File: src/shared/grz_defines.vh
// constants of the gain, core reset and sampling zone register bank
// assumes inclusion by bare name from every design file of the block
//
// What this block does
// - 4-bit gain code scales samples before down-converter, 0 to 11 dB
// - core reset bit pulsed high-low resets both channels' digital core
// - zone settings stay pending until the core reset pulse completes
// - zone enable bit 3 gates explicit operating zone specification
// - 3-bit zone select goes to correction loop, 000..011 zones one-four
// - main page per channel 680000h/680001h, reset at 000h, zone 0A2h
`ifndef GRZ_DEFINES_VH
`define GRZ_DEFINES_VH

// ----------------------------------------------------------------
// page addresses
// ----------------------------------------------------------------
`define GRZ_PAGE_GAIN_A 24'h610005
`define GRZ_PAGE_GAIN_B 24'h610105
`define GRZ_PAGE_MAIN_A 24'h680000
`define GRZ_PAGE_MAIN_B 24'h680001
`define GRZ_PAGE_RESET 24'h000000

// ----------------------------------------------------------------
// register indexes, byte address is four times the index
// ----------------------------------------------------------------
`define GRZ_IDX_CORE_RESET 8'h00
`define GRZ_IDX_ZONE 8'ha2
`define GRZ_IDX_GAIN 8'ha6
`define GRZ_IDX_STATUS 8'hfe
`define GRZ_IDX_PAGE 8'hff

// ----------------------------------------------------------------
// field positions
// ----------------------------------------------------------------
`define GRZ_RST_BIT 0
`define GRZ_ZONE_EN_BIT 3
`define GRZ_ZONE_SEL_LSB 0
`define GRZ_ZONE_SEL_MSB 2
`define GRZ_GAIN_LSB 0
`define GRZ_GAIN_MSB 3
`define GRZ_ST_CORE_RST 0
`define GRZ_ST_EN_A 1
`define GRZ_ST_SEL_A_LSB 2
`define GRZ_ST_EN_B 5
`define GRZ_ST_SEL_B_LSB 6

// ----------------------------------------------------------------
// reset values and limits
// ----------------------------------------------------------------
`define GRZ_RST_RESET 1'b0
`define GRZ_ZONE_EN_RESET 1'b0
`define GRZ_ZONE_SEL_RESET 3'h0
`define GRZ_GAIN_RESET 4'h0
`define GRZ_GAIN_MAX 4'hb
`define GRZ_ZONE_RSVD_BIT 2
`define GRZ_GAIN_FRAC 10

`endif

File: src/hdl/grz_gain.v
// digital gain stage for one channel ahead of the down-converter
// assumes signed 14-bit samples, one per clock, and a core reset level
`timescale 1ns/1ps
`include "grz_defines.vh"

module grz_gain (
  // clock and reset
  input wire clk,
  input wire resetn,
  // control
  input wire core_clr,
  input wire [3:0] gain_code,
  // samples
  input wire [13:0] sample_in,
  output reg [13:0] sample_out
);

  // ----------------------------------------------------------------
  // gain table, linear factors with ten fraction bits
  // ----------------------------------------------------------------
  function [11:0] gain_factor;
    input [3:0] code;
    begin
      case (code)
        4'h0: gain_factor = 12'h400;
        4'h1: gain_factor = 12'h47d;
        4'h2: gain_factor = 12'h509;
        4'h3: gain_factor = 12'h5a6;
        4'h4: gain_factor = 12'h657;
        4'h5: gain_factor = 12'h71d;
        4'h6: gain_factor = 12'h7fb;
        4'h7: gain_factor = 12'h8f4;
        4'h8: gain_factor = 12'ha0c;
        4'h9: gain_factor = 12'hb46;
        4'ha: gain_factor = 12'hca6;
        4'hb: gain_factor = 12'he31;
        default: gain_factor = 12'h400; // unused codes fall back to unity
      endcase
    end
  endfunction

  wire [11:0] factor;
  wire signed [26:0] product;
  wire signed [26:0] scaled;
  wire fits;

  assign factor = gain_factor(gain_code);
  assign product = $signed(sample_in) * $signed({1'b0, factor});
  assign scaled = product >>> `GRZ_GAIN_FRAC;
  assign fits = (scaled[26:13] == {14{scaled[26]}});

  // saturating output register, cleared by the core reset
  always @(posedge clk or negedge resetn) begin
    if (!resetn) begin
      sample_out <= 14'h0000;
    end else if (core_clr) begin
      sample_out <= 14'h0000;
    end else if (fits) begin
      sample_out <= scaled[13:0];
    end else begin
      sample_out <= scaled[26] ? 14'h2000 : 14'h1fff;
    end
  end

endmodule

File: src/hdl/grz_top.v
// gain, core reset and sampling zone register bank of two channels
// assumes a single AHB-Lite master and samples synchronous to clk
`timescale 1ns/1ps
`include "grz_defines.vh"

module grz_top (
  // clock and reset
  input wire clk,
  input wire resetn,
  // ahb-lite slave
  input wire hsel,
  input wire [31:0] haddr,
  input wire [1:0] htrans,
  input wire hwrite,
  input wire [2:0] hsize,
  input wire [31:0] hwdata,
  input wire hready,
  output wire hreadyout,
  output wire hresp,
  output reg [31:0] hrdata,
  // sample path
  input wire [13:0] chan_a_sample_in,
  input wire [13:0] chan_b_sample_in,
  output wire [13:0] chan_a_sample_out,
  output wire [13:0] chan_b_sample_out,
  // digital core control
  output wire core_reset_out,
  // analog correction loop
  output wire chan_a_zone_en,
  output wire [2:0] chan_a_zone_sel,
  output wire chan_b_zone_en,
  output wire [2:0] chan_b_zone_sel
);

  // ----------------------------------------------------------------
  // decode helpers
  // ----------------------------------------------------------------

  // main digital page of a channel
  function [23:0] main_page;
    input ch;
    begin
      main_page = ch ? `GRZ_PAGE_MAIN_B : `GRZ_PAGE_MAIN_A;
    end
  endfunction

  // digital gain page of a channel
  function [23:0] gain_page;
    input ch;
    begin
      gain_page = ch ? `GRZ_PAGE_GAIN_B : `GRZ_PAGE_GAIN_A;
    end
  endfunction

  // register hit on a given page and index
  function reg_hit;
    input [23:0] cur_page;
    input [23:0] want_page;
    input [7:0] cur_idx;
    input [7:0] want_idx;
    begin
      reg_hit = (cur_page == want_page) && (cur_idx == want_idx);
    end
  endfunction

  // ----------------------------------------------------------------
  // bus pipeline
  // ----------------------------------------------------------------
  reg dp_wr_r;
  reg dp_rd_r;
  reg dp_ok_r;
  reg [7:0] dp_idx_r;
  reg rd_wait_r;
  reg rd_wait_nxt;
  reg [23:0] page_r;
  reg [31:0] rd_val;
  wire addr_ok;
  wire wr_en;
  wire [1:0] ch_rst_bit;
  wire [15:0] ch_rd_val;
  wire [1:0] ch_act_en;
  wire [5:0] ch_act_sel;
  wire [7:0] ch_gain;
  wire [31:0] status_val;
  reg any_rst_q_r;
  wire any_rst;
  wire pulse_done;

  // address phase taken when selected, ready and nonseq or seq
  wire addr_phase;
  assign addr_phase = hsel && hready && htrans[1];
  assign addr_ok = (haddr[31:10] == 22'h000000) && (haddr[1:0] == 2'b00);

  // reads take one wait state so a preceding write is visible
  // hrdata is loaded in that wait cycle from settled registers
  assign hreadyout = !(dp_rd_r && !rd_wait_r);
  assign hresp = 1'b0;

  // write commits at the end of its data phase
  assign wr_en = dp_wr_r && dp_ok_r && hreadyout;

  // wait-state sequencing of a read data phase
  always @* begin
    rd_wait_nxt = rd_wait_r;
    if (addr_phase) begin
      rd_wait_nxt = 1'b0;
    end else if (dp_rd_r && !rd_wait_r) begin
      rd_wait_nxt = 1'b1;
    end
  end

  // address phase capture
  always @(posedge clk or negedge resetn) begin
    if (!resetn) begin
      dp_wr_r <= 1'b0;
      dp_rd_r <= 1'b0;
      dp_ok_r <= 1'b0;
      dp_idx_r <= 8'h00;
      rd_wait_r <= 1'b0;
    end else begin
      rd_wait_r <= rd_wait_nxt;
      if (hready) begin
        dp_wr_r <= addr_phase && hwrite;
        dp_rd_r <= addr_phase && !hwrite;
        dp_ok_r <= addr_phase && addr_ok;
        dp_idx_r <= haddr[9:2];
      end
    end
  end

  // page select register, steers which channel page is reached
  always @(posedge clk or negedge resetn) begin
    if (!resetn) begin
      page_r <= `GRZ_PAGE_RESET;
    end else if (wr_en && (dp_idx_r == `GRZ_IDX_PAGE)) begin
      page_r <= hwdata[23:0];
    end
  end

  // ----------------------------------------------------------------
  // global core reset
  // ----------------------------------------------------------------

  assign any_rst = |ch_rst_bit;
  assign core_reset_out = any_rst;

  // completion of high-low pulse
  // bits are ored, so a pulse ends only once neither bit is set
  assign pulse_done = any_rst_q_r && !any_rst;

  // previous level of the reset bit for the falling edge
  always @(posedge clk or negedge resetn) begin
    if (!resetn) begin
      any_rst_q_r <= 1'b0;
    end else begin
      any_rst_q_r <= any_rst;
    end
  end

  // ----------------------------------------------------------------
  // per-channel registers
  // ----------------------------------------------------------------
  genvar c;
  generate
    for (c = 0; c < 2; c = c + 1) begin : g_chan
      reg rst_bit_r;
      reg zone_en_r;
      reg [2:0] zone_sel_r;
      reg [3:0] gain_r;
      reg act_en_r;
      reg [2:0] act_sel_r;
      wire hit_rst;
      wire hit_zone;
      wire hit_gain;

      assign hit_rst = reg_hit(page_r, main_page(c == 1), dp_idx_r,
                               `GRZ_IDX_CORE_RESET);
      assign hit_zone = reg_hit(page_r, main_page(c == 1), dp_idx_r,
                                `GRZ_IDX_ZONE);
      assign hit_gain = reg_hit(page_r, gain_page(c == 1), dp_idx_r,
                                `GRZ_IDX_GAIN);

      // software-written fields of this channel
      always @(posedge clk or negedge resetn) begin
        if (!resetn) begin
          rst_bit_r <= `GRZ_RST_RESET;
          zone_en_r <= `GRZ_ZONE_EN_RESET;
          zone_sel_r <= `GRZ_ZONE_SEL_RESET;
          gain_r <= `GRZ_GAIN_RESET;
        end else if (wr_en) begin
          if (hit_rst) begin
            rst_bit_r <= hwdata[`GRZ_RST_BIT];
          end
          if (hit_zone) begin
            zone_en_r <= hwdata[`GRZ_ZONE_EN_BIT];
            zone_sel_r <= hwdata[`GRZ_ZONE_SEL_MSB:`GRZ_ZONE_SEL_LSB];
          end
          if (hit_gain) begin
            gain_r <= hwdata[`GRZ_GAIN_MSB:`GRZ_GAIN_LSB];
          end
        end
      end

      always @(posedge clk or negedge resetn) begin
        if (!resetn) begin
          act_en_r <= `GRZ_ZONE_EN_RESET;
          act_sel_r <= `GRZ_ZONE_SEL_RESET;
        end else if (pulse_done) begin
          act_en_r <= zone_en_r;
          if (!zone_sel_r[`GRZ_ZONE_RSVD_BIT]) begin
            act_sel_r <= zone_sel_r;
          end
        end
      end

      // read-back of this channel's registers on its own pages
      assign ch_rd_val[c*8 +: 8] =
        hit_rst ? {7'h00, rst_bit_r} :
        hit_zone ? {4'h0, zone_en_r, zone_sel_r} :
        hit_gain ? {4'h0, gain_r} : 8'h00;

      assign ch_rst_bit[c] = rst_bit_r;
      assign ch_act_en[c] = act_en_r;
      assign ch_act_sel[c*3 +: 3] = act_sel_r;
      assign ch_gain[c*4 +: 4] = gain_r;
    end
  endgenerate

  // ----------------------------------------------------------------
  // gain stages
  // ----------------------------------------------------------------

  grz_gain u_gain_a (
    .clk(clk),
    .resetn(resetn),
    .core_clr(any_rst),
    .gain_code(ch_gain[3:0]),
    .sample_in(chan_a_sample_in),
    .sample_out(chan_a_sample_out)
  );

  grz_gain u_gain_b (
    .clk(clk),
    .resetn(resetn),
    .core_clr(any_rst),
    .gain_code(ch_gain[7:4]),
    .sample_in(chan_b_sample_in),
    .sample_out(chan_b_sample_out)
  );

  // ----------------------------------------------------------------
  // zone outputs to the correction loop
  // ----------------------------------------------------------------

  assign chan_a_zone_en = ch_act_en[0];
  assign chan_b_zone_en = ch_act_en[1];
  assign chan_a_zone_sel = ch_act_sel[2:0];
  assign chan_b_zone_sel = ch_act_sel[5:3];

  // ----------------------------------------------------------------
  // read data
  // ----------------------------------------------------------------

  // status word of reset level and active zones, reachable on any page
  assign status_val = {23'h000000,
                       ch_act_sel[5:3], ch_act_en[1],
                       ch_act_sel[2:0], ch_act_en[0],
                       any_rst};

  // read multiplexer, unmapped addresses read as zero
  always @* begin
    rd_val = 32'h00000000;
    if (dp_ok_r) begin
      case (dp_idx_r)
        `GRZ_IDX_PAGE: rd_val = {8'h00, page_r};
        `GRZ_IDX_STATUS: rd_val = status_val;
        default: rd_val = {24'h000000, ch_rd_val[15:8] | ch_rd_val[7:0]};
      endcase
    end
  end

  // read data register, loaded in the wait cycle of a read
  always @(posedge clk or negedge resetn) begin
    if (!resetn) begin
      hrdata <= 32'h00000000;
    end else if (dp_rd_r && !rd_wait_r) begin
      hrdata <= rd_val;
    end
  end

endmodule

File: config.mk
export PLATFORM = sky130hd
export DESIGN_NAME = grz_top
export DESIGN_NICKNAME = d
export VERILOG_FILES = /design/src/hdl/grz_gain.v /design/src/hdl/grz_top.v
export VERILOG_INCLUDE_DIRS = /design/src /design/src/shared
export SDC_FILE = /design/constraint.sdc
export NUM_CORES = 1
export LEC_CHECK = 0
export ABC_AREA = 1
export BUFFER_PORTS_ARGS = -buffer_cell sky130_fd_sc_hd__buf_2
export CORE_MARGIN = 4
export CORE_UTILIZATION = 50
export CTS_BUF_LIST = sky130_fd_sc_hd__clkbuf_4 sky130_fd_sc_hd__clkbuf_8 sky130_fd_sc_hd__clkbuf_16
export CTS_CLUSTER_DIAMETER = 120
export CTS_CLUSTER_SIZE = 20
export DETAILED_ROUTE_END_ITERATION = 8
export PLACE_DENSITY_LB_ADDON = 0.05
export SYNTH_ARGS = -nofsm -noshare
export SYNTH_HDL_FRONTEND = slang
export SYNTH_HIERARCHICAL = 1
export SYNTH_SLANG_ARGS = --single-unit
File: constraint.sdc
create_clock -name clk -period 8.7 [get_ports clk]
set_input_delay 0.87 -clock clk [delete_from_list [all_inputs] [get_ports clk]]
set_output_delay 0.87 -clock clk [all_outputs]
set_load 0.02 [all_outputs]
==> results.sh, run 1 <==
export IMPL_drt_vias_per_instance=5.00
export IMPL_path_class="reg2reg"
export IMPL_start_kind="flop"
export IMPL_holdWs_ns=0.469
export IMPL_coreArea_mm2=0.0376
export IMPL_drv_cap=0
export IMPL_ant_nets=0
export IMPL_combPwrFrac_pct=13.5
export IMPL_hpwl_mm=40.9
export IMPL_dp_cells=3017
export IMPL_first_iter_violations=995
export IMPL_internal_power_mw=1.03
export IMPL_die_y_um=203
export IMPL_fin_nets=3073
export IMPL_path_max_fanout=13
export IMPL_cts_clk_slew_worst_paths_ns=0.05
export IMPL_ios=173
export IMPL_cts_sinks=113
export IMPL_wl_mm=48.0
export IMPL_crit_top_cell="inv_1"
export IMPL_postLayoutCellArea_mm2=0.0207
export IMPL_timing_final_crit_share_pct=82.5
export IMPL_yosys_cell_types_count=55
export IMPL_rows=71
export IMPL_p_sw_share_pct=26.3
export IMPL_synth_seq_area_share_pct=14.8
export IMPL_fin_tns_setup_ns=0
export IMPL_synth_simple_area_share_pct=19.9
export IMPL_synth_top_family_by_area="adder cells"
export IMPL_htree_levels=4
export IMPL_rsz0062_at_grt="false"
export IMPL_synthArstFlopShare_pct=100
export IMPL_area_growth_pct=8.93
export IMPL_cts_tree="done"
export IMPL_vias=15300
export IMPL_cts_root_buf="clkbuf_16"
export IMPL_power_switching_uw=368
export IMPL_ys_ff_latch=113
export IMPL_yosys_warnings=6
export IMPL_crit_slowest_cell="fa_1"
export IMPL_p_leak_nw=11.5
export IMPL_min_path_type="in2async"
export IMPL_gp_congestion=0.906
export IMPL_io_buffers=149
export IMPL_clock_latency_ns=0.41
export IMPL_seqPwrFrac_pct=38.9
export IMPL_synth_cells=2401
export IMPL_grt_pass1_vias=15600
export IMPL_worstPathArrival_ns=7.45
export IMPL_peakVddDrop_mv=0.105
export IMPL_fin_cells=3048
export IMPL_die_area_mm2=0.0413
export IMPL_floorplan_initialDensity_pct=50.7
export IMPL_synthFlopType="dfrtp_1"
export IMPL_r2r_slack_ns=1.52
export IMPL_clock_path_buffers=2
export IMPL_status="finished, final reports clean"
export IMPL_drive_above_1_share_pct=11.8
export IMPL_timing_fmax_ghz=0.139
export IMPL_synthMuxAreaShare_pct=0.808
export IMPL_drc=0
export IMPL_post_drt_wl_per_cell_um=15.7
export IMPL_overflow=0
export IMPL_ctsHoldBuffers=0
export IMPL_post_dp_cell_area_mm2=0.0202
export IMPL_powerDensity_mw_per_mm2=67.4
export IMPL_min_period_ns=7.18
export IMPL_grt_pass1_wl_mm=80.1
export IMPL_finalClockSkew_ns=0.00634
export IMPL_slew_violations=0
export IMPL_cp_data_required_time_ns=8.97
export IMPL_postLayoutCoreUtil_pct=55.2
export IMPL_worstMarginPinSlew_ns=0.785
export IMPL_synth_compound_area_share_pct=7.02
export IMPL_slowest_delay_ns=0.58
export IMPL_clkPwrFrac_pct=47.6
export IMPL_slew_headroom_pct=47.6
export IMPL_cts_resized_gates=0
export IMPL_setup_violations=0
export IMPL_cp_end_kind="flop"
export IMPL_hold_viol_final=0
export IMPL_synthAdderAreaFrac_pct=41.7
export IMPL_cts_setup_buffers=0
export IMPL_grt_antenna_before_repair=0
export IMPL_cts_made_buffers=17
export IMPL_diodes=0
export IMPL_die_w_um=203
export IMPL_drt_pass1_iter_count=5
export IMPL_synth_area_per_cell_um2=7.93
export IMPL_synth_edf_count=0
export IMPL_grt_max_degree=66
export IMPL_synth_xor_area_share_pct=1.47
export IMPL_track_usage_pct=24.0
export IMPL_syn_area_mm2=0.0190
## sequential cells by signal (all words and copies together), names as in the netlist, 2 cells and up
register	count
dp_idx_r	8
chan_b_zone_sel	2
g_chan.zone_sel_r	6
u_gain_a/sample_out	14
page_r	24
chan_a_zone_sel	2
g_chan.zone_en_r	2
g_chan.rst_bit_r	2
u_gain_b/sample_out	14
hrdata	24
g_chan.gain_r	8
## path summary, 6_finish.rpt
| path | startpoint | endpoint | depth (start not counted) |
|---|---|---|---|
| setup reg to reg | g_chan[0].gain_r[1] | u_gain_a/sample_out[1] | 28 |
| min in group clk | hrdata[1] | hrdata[1] | 2 |
| hold reg to reg | hrdata[1] | hrdata[1] | 2 |
| setup / recovery | g_chan[0].gain_r[1] | u_gain_a/sample_out[1] | 28 |
| hold / removal | resetn | hrdata[1] | 1 |
| max in group asynchronous | resetn | u_gain_a/sample_out[12] | 2 |
## cell families (layout without fill, tap and decap cells)
group / count (synthesis) / count (layout)
mux: 12 / 12
simple gates: 893 / 893
buf+inv: 688 / 814
xor+xnor: 32 / 32
compound gates: 216 / 216
fa+ha+maj: 446 / 446
flops: 113 / 113
other cells: 1 / 11
## layout by cell type, fill, tap and decap left out, types with 11 or more instances in the layout
cell	count
inv_1	611
nand2_1	449
fa_1	314
nor2_1	295
buf_2	148
ha_1	132
dfrtp_1	113
o21ai_0	68
a21oi_1	68
nand3_1	57
nand2_2	25
xnor2_1	25
a21oi_2	21
a32o_1	17
clkbuf_16	17
nand4_1	11
conb_1	11
## final cells by class
cell class | instances | area (um^2)
clock buffers | 21 | 462
clock inverters | 10 | 113
fillers | 3684 | 16800
inverters | 625 | 2360
multi-input cells | 1610 | 13500
flip-flops and latches | 113 | 2830
well taps | 511 | 639
repair buffers | 158 | 816
## routing by layer
metal | part of all wire [%] | routed length (um) | up-vias | global-route usage (%)
li1 | - | - | 7315 | -
met1 | 47 | 22800 | 7450 | 36.4
met2 | 45 | 21500 | 448 | 37.9
met3 | 6.4 | 3070 | 39 | 3.08
met4 | 1.3 | 606 | 0 | 3.97
met5 | 0 | 0 | - | 0
## synthesized netlist by cell type (all sizes together), types with 2 or more instances
cell type | instances | area [um^2]
o21ai | 81 | 417
clkbuf | 26 | 97.6
inv | 621 | 2340
a21oi | 89 | 524
or2 | 4 | 25.0
o22ai | 2 | 12.5
a22o | 3 | 26.3
clkinv | 4 | 15.0
mux2 | 12 | 154
xnor2 | 25 | 219
nor3 | 12 | 86.3
nand4 | 12 | 81.3
o21bai | 8 | 67.6
buf | 37 | 269
nor4 | 2 | 12.5
nand2 | 478 | 1890
a31oi | 2 | 12.5
nand3 | 68 | 403
o211ai | 2 | 15.0
ha | 132 | 1650
nand3b | 5 | 37.5
and2 | 2 | 12.5
fa | 314 | 6290
dfrtp | 113 | 2830
o21a | 3 | 22.5
a21o | 6 | 45.0
nor2 | 309 | 1230
xor2 | 7 | 61.3
a32o | 17 | 170
## power by group through the flow
stage               logic, mW  registers [mW]  clock network (mW)
global route            0.214           0.544               0.702
detailed placement      0.189           0.552                   0
CTS                     0.190           0.543               0.676
global placement        0.187           0.552                   0
floorplan               0.118           0.550                   0
finish                  0.189           0.543               0.665
## critical path, delay by kind of cell, from the launching register on
family | cells | cell delay (ns)
AND/OR/NAND/NOR | 9 | 1.20
flip-flops | 1 | 0.53
AO/OA/AOI/OAI | 6 | 1.04
buffers and inverters | 6 | 0.89
adder cells (fa/ha/maj) | 7 | 3.34
## stage by stage
stage                     power (mW)  setup slack [ns]
after CTS                       1.41              1.56
after floorplan                0.668              2.57
after global routing            1.46             0.928
final                           1.40              1.52
after detailed placement       0.741              1.59
after global placement         0.738              1.64
Power figures use the tool's default switching activity.
==> run 2: changes to the inputs <==
- clock period: 8.7 -> 6.9 ns (I/O delays scaled with it)
==> results.sh, run 2 (synthesis results as in run 1) <==
export IMPL_status="finished, final reports clean"
export IMPL_clock_latency_ns=0.40
export IMPL_cp_end_kind="flop"
export IMPL_cts_made_buffers=17
export IMPL_drt_pass1_iter_count=5
export IMPL_post_drt_wl_per_cell_um=16.2
export IMPL_postLayoutCellArea_mm2=0.0211
export IMPL_drc=0
export IMPL_rr_worst_depth=30
export IMPL_worstMarginPinSlew_ns=0.882
export IMPL_timing_fmax_ghz=0.153
export IMPL_fin_tns_setup_ns=0
export IMPL_worst_r2r_endpoint="u_gain_a/sample_out[1]"
export IMPL_powerDensity_mw_per_mm2=82.8
export IMPL_largestRegisters="hrdata (24), page_r (24)"
export IMPL_ant_nets=0
export IMPL_layout_commonest_cell="inv_1"
export IMPL_grt_antenna_before_repair=0
export IMPL_peakVddDrop_mv=0.138
export IMPL_gp_congestion=0.897
export IMPL_crit_slowest_cell="fa_1"
export IMPL_ios=173
export IMPL_htree_levels=4
export IMPL_cts_root_buf="clkbuf_16"
export IMPL_path_max_fanout=12
export IMPL_path_class="reg2reg"
export IMPL_io_buffers=149
export IMPL_fin_ws_ns=0.382
export IMPL_hpwl_mm=42.8
export IMPL_first_iter_violations=858
export IMPL_cp_data_required_time_ns=7.18
export IMPL_multiInputGateArea_mm2=0.0136
export IMPL_diodes=0
export IMPL_critical_path_top_delay_family="adder cells"
export IMPL_die_y_um=203
export IMPL_die_area_mm2=0.0413
export IMPL_track_usage_pct=24.9
export IMPL_floorplan_initialDensity_pct=50.7
export IMPL_final_cell_mix="605 x inv_1, 447 x nand2_1, 314 x fa_1"
export IMPL_ctsHoldBuffers=0
export IMPL_worst_path_buf_inv=9
export IMPL_min_period_ns=6.52
export IMPL_worstPathArrival_ns=6.80
export IMPL_overflow=0
export IMPL_post_dp_cell_area_mm2=0.0204
export IMPL_fin_nets=3113
export IMPL_r2r_start="g_chan[0].gain_r[0]"
export IMPL_start_kind="flop"
export IMPL_vias=15400
export IMPL_wl_mm=49.9
export IMPL_die_w_um=203
export IMPL_cts_sinks=113
export IMPL_slew_headroom_pct=41.2
export IMPL_clock_path_buffers=2
export IMPL_r2r_slack_ns=0.38
export IMPL_cts_tree="done"
export IMPL_hold_viol_final=0
export IMPL_p_leak_nw=11.7
export IMPL_timing_final_crit_share_pct=94.5
export IMPL_slowest_delay_ns=0.58
export IMPL_setup_violations=0
export IMPL_drv_cap=0
export IMPL_drt_vias_per_instance=4.99
export IMPL_filler_cell_count=3635
export IMPL_area_growth_pct=11.0
export IMPL_finalClockSkew_ns=0.00733
export IMPL_register_area_mm2=0.00284
export IMPL_rows=71
export IMPL_slew_violations=0
export IMPL_grt_pass1_vias=16200
export IMPL_min_path_type="in2async"
export IMPL_cts_clk_slew_worst_paths_ns=0.05
export IMPL_grt_max_degree=74
export IMPL_drive_above_1_share_pct=14.1
export IMPL_crit_top_cell="inv_1"
export IMPL_grt_pass1_wl_mm=83.2
export IMPL_holdWs_ns=0.260
export IMPL_pre_cts_slack_ns=0.150
export IMPL_coreArea_mm2=0.0376
run 2: power by group:
part           switching [mW]  total (mW)  internal, mW
registers             0.00893       0.685         0.676
logic                   0.167       0.246        0.0796
clock network           0.312       0.820         0.508
run 2: repair_timing:
| action | 4_1_cts | 5_1_grt |
|---|---|---|
| setup endpoints to repair | 0 | 26 |
| setup buffers | 0 | 6 |
| resized for setup | 0 | 29 |
run 2: worst register-to-register path, delay by kind of cell, from the launching register on:
| family | cells | cell delay (ns) |
|---|---|---|
| compound gates | 6 | 0.97 |
| fa+ha+maj | 7 | 3.17 |
| buf+inv | 9 | 0.91 |
| flops | 1 | 0.46 |
| simple gates | 8 | 0.89 |
run 2: final cells by class:
cell class | count | share of cell area [%]
clock buffer | 18 | 2.08
clock inverter | 14 | 0.615
inverter | 625 | 11.2
multi-input combinational | 1611 | 64.3
sequential | 113 | 13.4
tap | 511 | 3.02
timing repair buffer | 197 | 5.38
run 2: metrics by stage:
step | util (%) | power [mW] | cells
after floorplan | - | 0.843 | 2411
after global placement | 54.4 | 0.935 | 3050
after detailed placement | 54.4 | 0.939 | 3050
after CTS | 55.9 | 1.77 | 3082
after global routing | 56.3 | 1.84 | 3089
final | 56.3 | 1.75 | 3089
run 2: worst max path at each step:
stage / from / end / cells after the start / slack, ns
after global routing: g_chan[0].gain_r[0] / u_gain_a/sample_out[1] / 29 / -0.02
after CTS: g_chan[0].gain_r[0] / u_gain_a/sample_out[1] / 30 / 0.12
after detailed placement: g_chan[0].gain_r[0] / u_gain_a/sample_out[1] / 30 / 0.15
final: g_chan[0].gain_r[0] / u_gain_a/sample_out[1] / 30 / 0.38
after floorplan: g_chan[0].gain_r[1] / u_gain_a/sample_out[10] / 30 / 0.77
after global placement: g_chan[0].gain_r[0] / u_gain_a/sample_out[1] / 30 / 0.28
run 2: metal layers:
layer	GRT usage, %	vias to the layer above	routed length (um)
li1	-	7403	-
met3	4.33	41	3290
met1	37.0	7499	23800
met5	0	-	0
met4	4.05	0	623
met2	39.5	465	22200
==> run 3: changes to the inputs <==
- MAX_ROUTING_LAYER: default -> met4
==> results.sh, run 3 (synthesis results as in run 1) <==
export IMPL_grt_pass1_vias=15900
export IMPL_clock_path_buffers=2
export IMPL_p_total_mw=1.79
export IMPL_cts_root_buf="clkbuf_16"
export IMPL_timing_fmax_ghz=0.154
export IMPL_fin_ws_ns=0.396
export IMPL_pre_cts_slack_ns=0.196
export IMPL_rows=71
export IMPL_grt_max_degree=74
export IMPL_ctsHoldBuffers=0
export IMPL_cts_clk_slew_worst_paths_ns=0.06
export IMPL_worstMarginPinSlew_ns=0.906
export IMPL_min_period_ns=6.50
export IMPL_crit_slowest_cell="fa_1"
export IMPL_floorplan_initialDensity_pct=50.7
export IMPL_coreArea_mm2=0.0376
export IMPL_peakVddDrop_mv=0.153
export IMPL_slew_headroom_pct=39.6
export IMPL_vias=15300
export IMPL_drt_pass1_iter_count=5
export IMPL_finalClockSkew_ns=0.0105
export IMPL_htree_levels=4
export IMPL_wl_mm=49.7
export IMPL_post_drt_wl_per_cell_um=16.1
export IMPL_largestRegisters="hrdata (24), page_r (24)"
export IMPL_timing_final_crit_share_pct=94.3
export IMPL_cp_end_kind="flop"
export IMPL_setup_violations=0
export IMPL_powerDensity_mw_per_mm2=85.0
export IMPL_track_usage_pct=25.4
export IMPL_cts_tree="done"
export IMPL_slew_violations=0
export IMPL_r2r_start="g_chan[0].gain_r[0]"
export IMPL_postLayoutCoreUtil_pct=56.1
export IMPL_cp_data_required_time_ns=7.18
export IMPL_ios=173
export IMPL_holdWs_ns=0.241
export IMPL_area_growth_pct=10.8
export IMPL_fin_cells=3083
export IMPL_clock_latency_ns=0.41
export IMPL_fin_nets=3107
export IMPL_diodes=0
export IMPL_path_class="reg2reg"
export IMPL_die_w_um=203
export IMPL_layout_commonest_cell="inv_1"
export IMPL_first_iter_violations=890
export IMPL_min_path_type="in2async"
export IMPL_ant_nets=0
export IMPL_start_kind="flop"
export IMPL_slowest_delay_ns=0.53
export IMPL_cts_sinks=113
export IMPL_p_leak_nw=11.7
export IMPL_worstPathArrival_ns=6.79
export IMPL_final_cell_mix="607 x inv_1, 449 x nand2_1, 314 x fa_1"
export IMPL_rr_worst_depth=29
export IMPL_path_max_fanout=13
export IMPL_gp_congestion=0.924
export IMPL_crit_top_cell="inv_1"
export IMPL_met2_usage_pct=38.9
export IMPL_hpwl_mm=42.6
export IMPL_r2r_slack_ns=0.40
export IMPL_dp_cells=3049
export IMPL_grt_most_used_layer="met2"
export IMPL_drt_vias_per_instance=4.96
export IMPL_hold_viol_final=0
export IMPL_grt_pass1_wl_mm=82.3
export IMPL_worst_r2r_endpoint="u_gain_a/sample_out[2]"
export IMPL_drive_above_1_share_pct=13.6
export IMPL_grt_antenna_before_repair=0
export IMPL_drv_cap=0
export IMPL_overflow=0
export IMPL_cts_made_buffers=17
export IMPL_status="finished, final reports clean"
export IMPL_drc=0
export IMPL_met3_usage_pct=3.85
export IMPL_die_y_um=203
export IMPL_die_area_mm2=0.0413
export IMPL_use_met1_pct=36.8
export IMPL_io_buffers=149
[run 3: area by class of cell]
class | count | area, um^2
Clock buffer | 18 | 433
Clock inverter | 14 | 155
Fill cell | 3628 | 16500
Inverter | 625 | 2360
Multi-Input combinational cell | 1610 | 13600
Sequential cell | 113 | 2830
Tap cell | 511 | 639
Timing Repair Buffer | 192 | 1100
[run 3: layer usage]
layer | wire length [um] | vias to the layer above
met2 | 21800 | 442
met4 | 756 | 0
met1 | 23900 | 7434
met5 | 0 | -
li1 | - | 7377
met3 | 3130 | 48
[run 3: worst max path at each step]
stage,endpoint,startpoint
detailed placement,u_gain_a/sample_out[2],g_chan[0].gain_r[1]
finish,u_gain_a/sample_out[2],g_chan[0].gain_r[0]
CTS,u_gain_a/sample_out[2],g_chan[0].gain_r[1]
global route,u_gain_a/sample_out[2],g_chan[0].gain_r[1]
global placement,u_gain_a/sample_out[1],g_chan[0].gain_r[1]
floorplan,u_gain_a/sample_out[10],g_chan[0].gain_r[1]
[run 3: critical path: cells and delay by family, from the launching register on]
kind | cells | cell delay (ns)
flops | 1 | 0.43
buf+inv | 8 | 0.90
fa+ha+maj | 7 | 3.13
compound gates | 6 | 1.06
simple gates | 8 | 0.85
[run 3: report_power, final]
part           leakage (nW)  switching, mW  total [mW]  internal (mW)
Sequential             1.39        0.00919       0.685          0.675
Combinational          10.0          0.166       0.245         0.0787
Clock                 0.273          0.325       0.864          0.539
Total                  11.7          0.500        1.79           1.29
[run 3: what timing repair did]
| action | 4_1_cts | 5_1_grt |
|---|---|---|
| endpoints found under the setup margin | 0 | 26 |
| setup buffers | 0 | 2 |
| gates resized for setup | 0 | 19 |
[run 3: per-stage QoR]
| stage | area (um^2) | setup TNS, ns |
|---|---|---|
| after floorplan | 19100 | 0 |
| after global placement | 20400 | 0 |
| after detailed placement | 20400 | 0 |
| after CTS | 21000 | 0 |
| after global routing | 21100 | -0.0368 |
| final | 21100 | 0 |
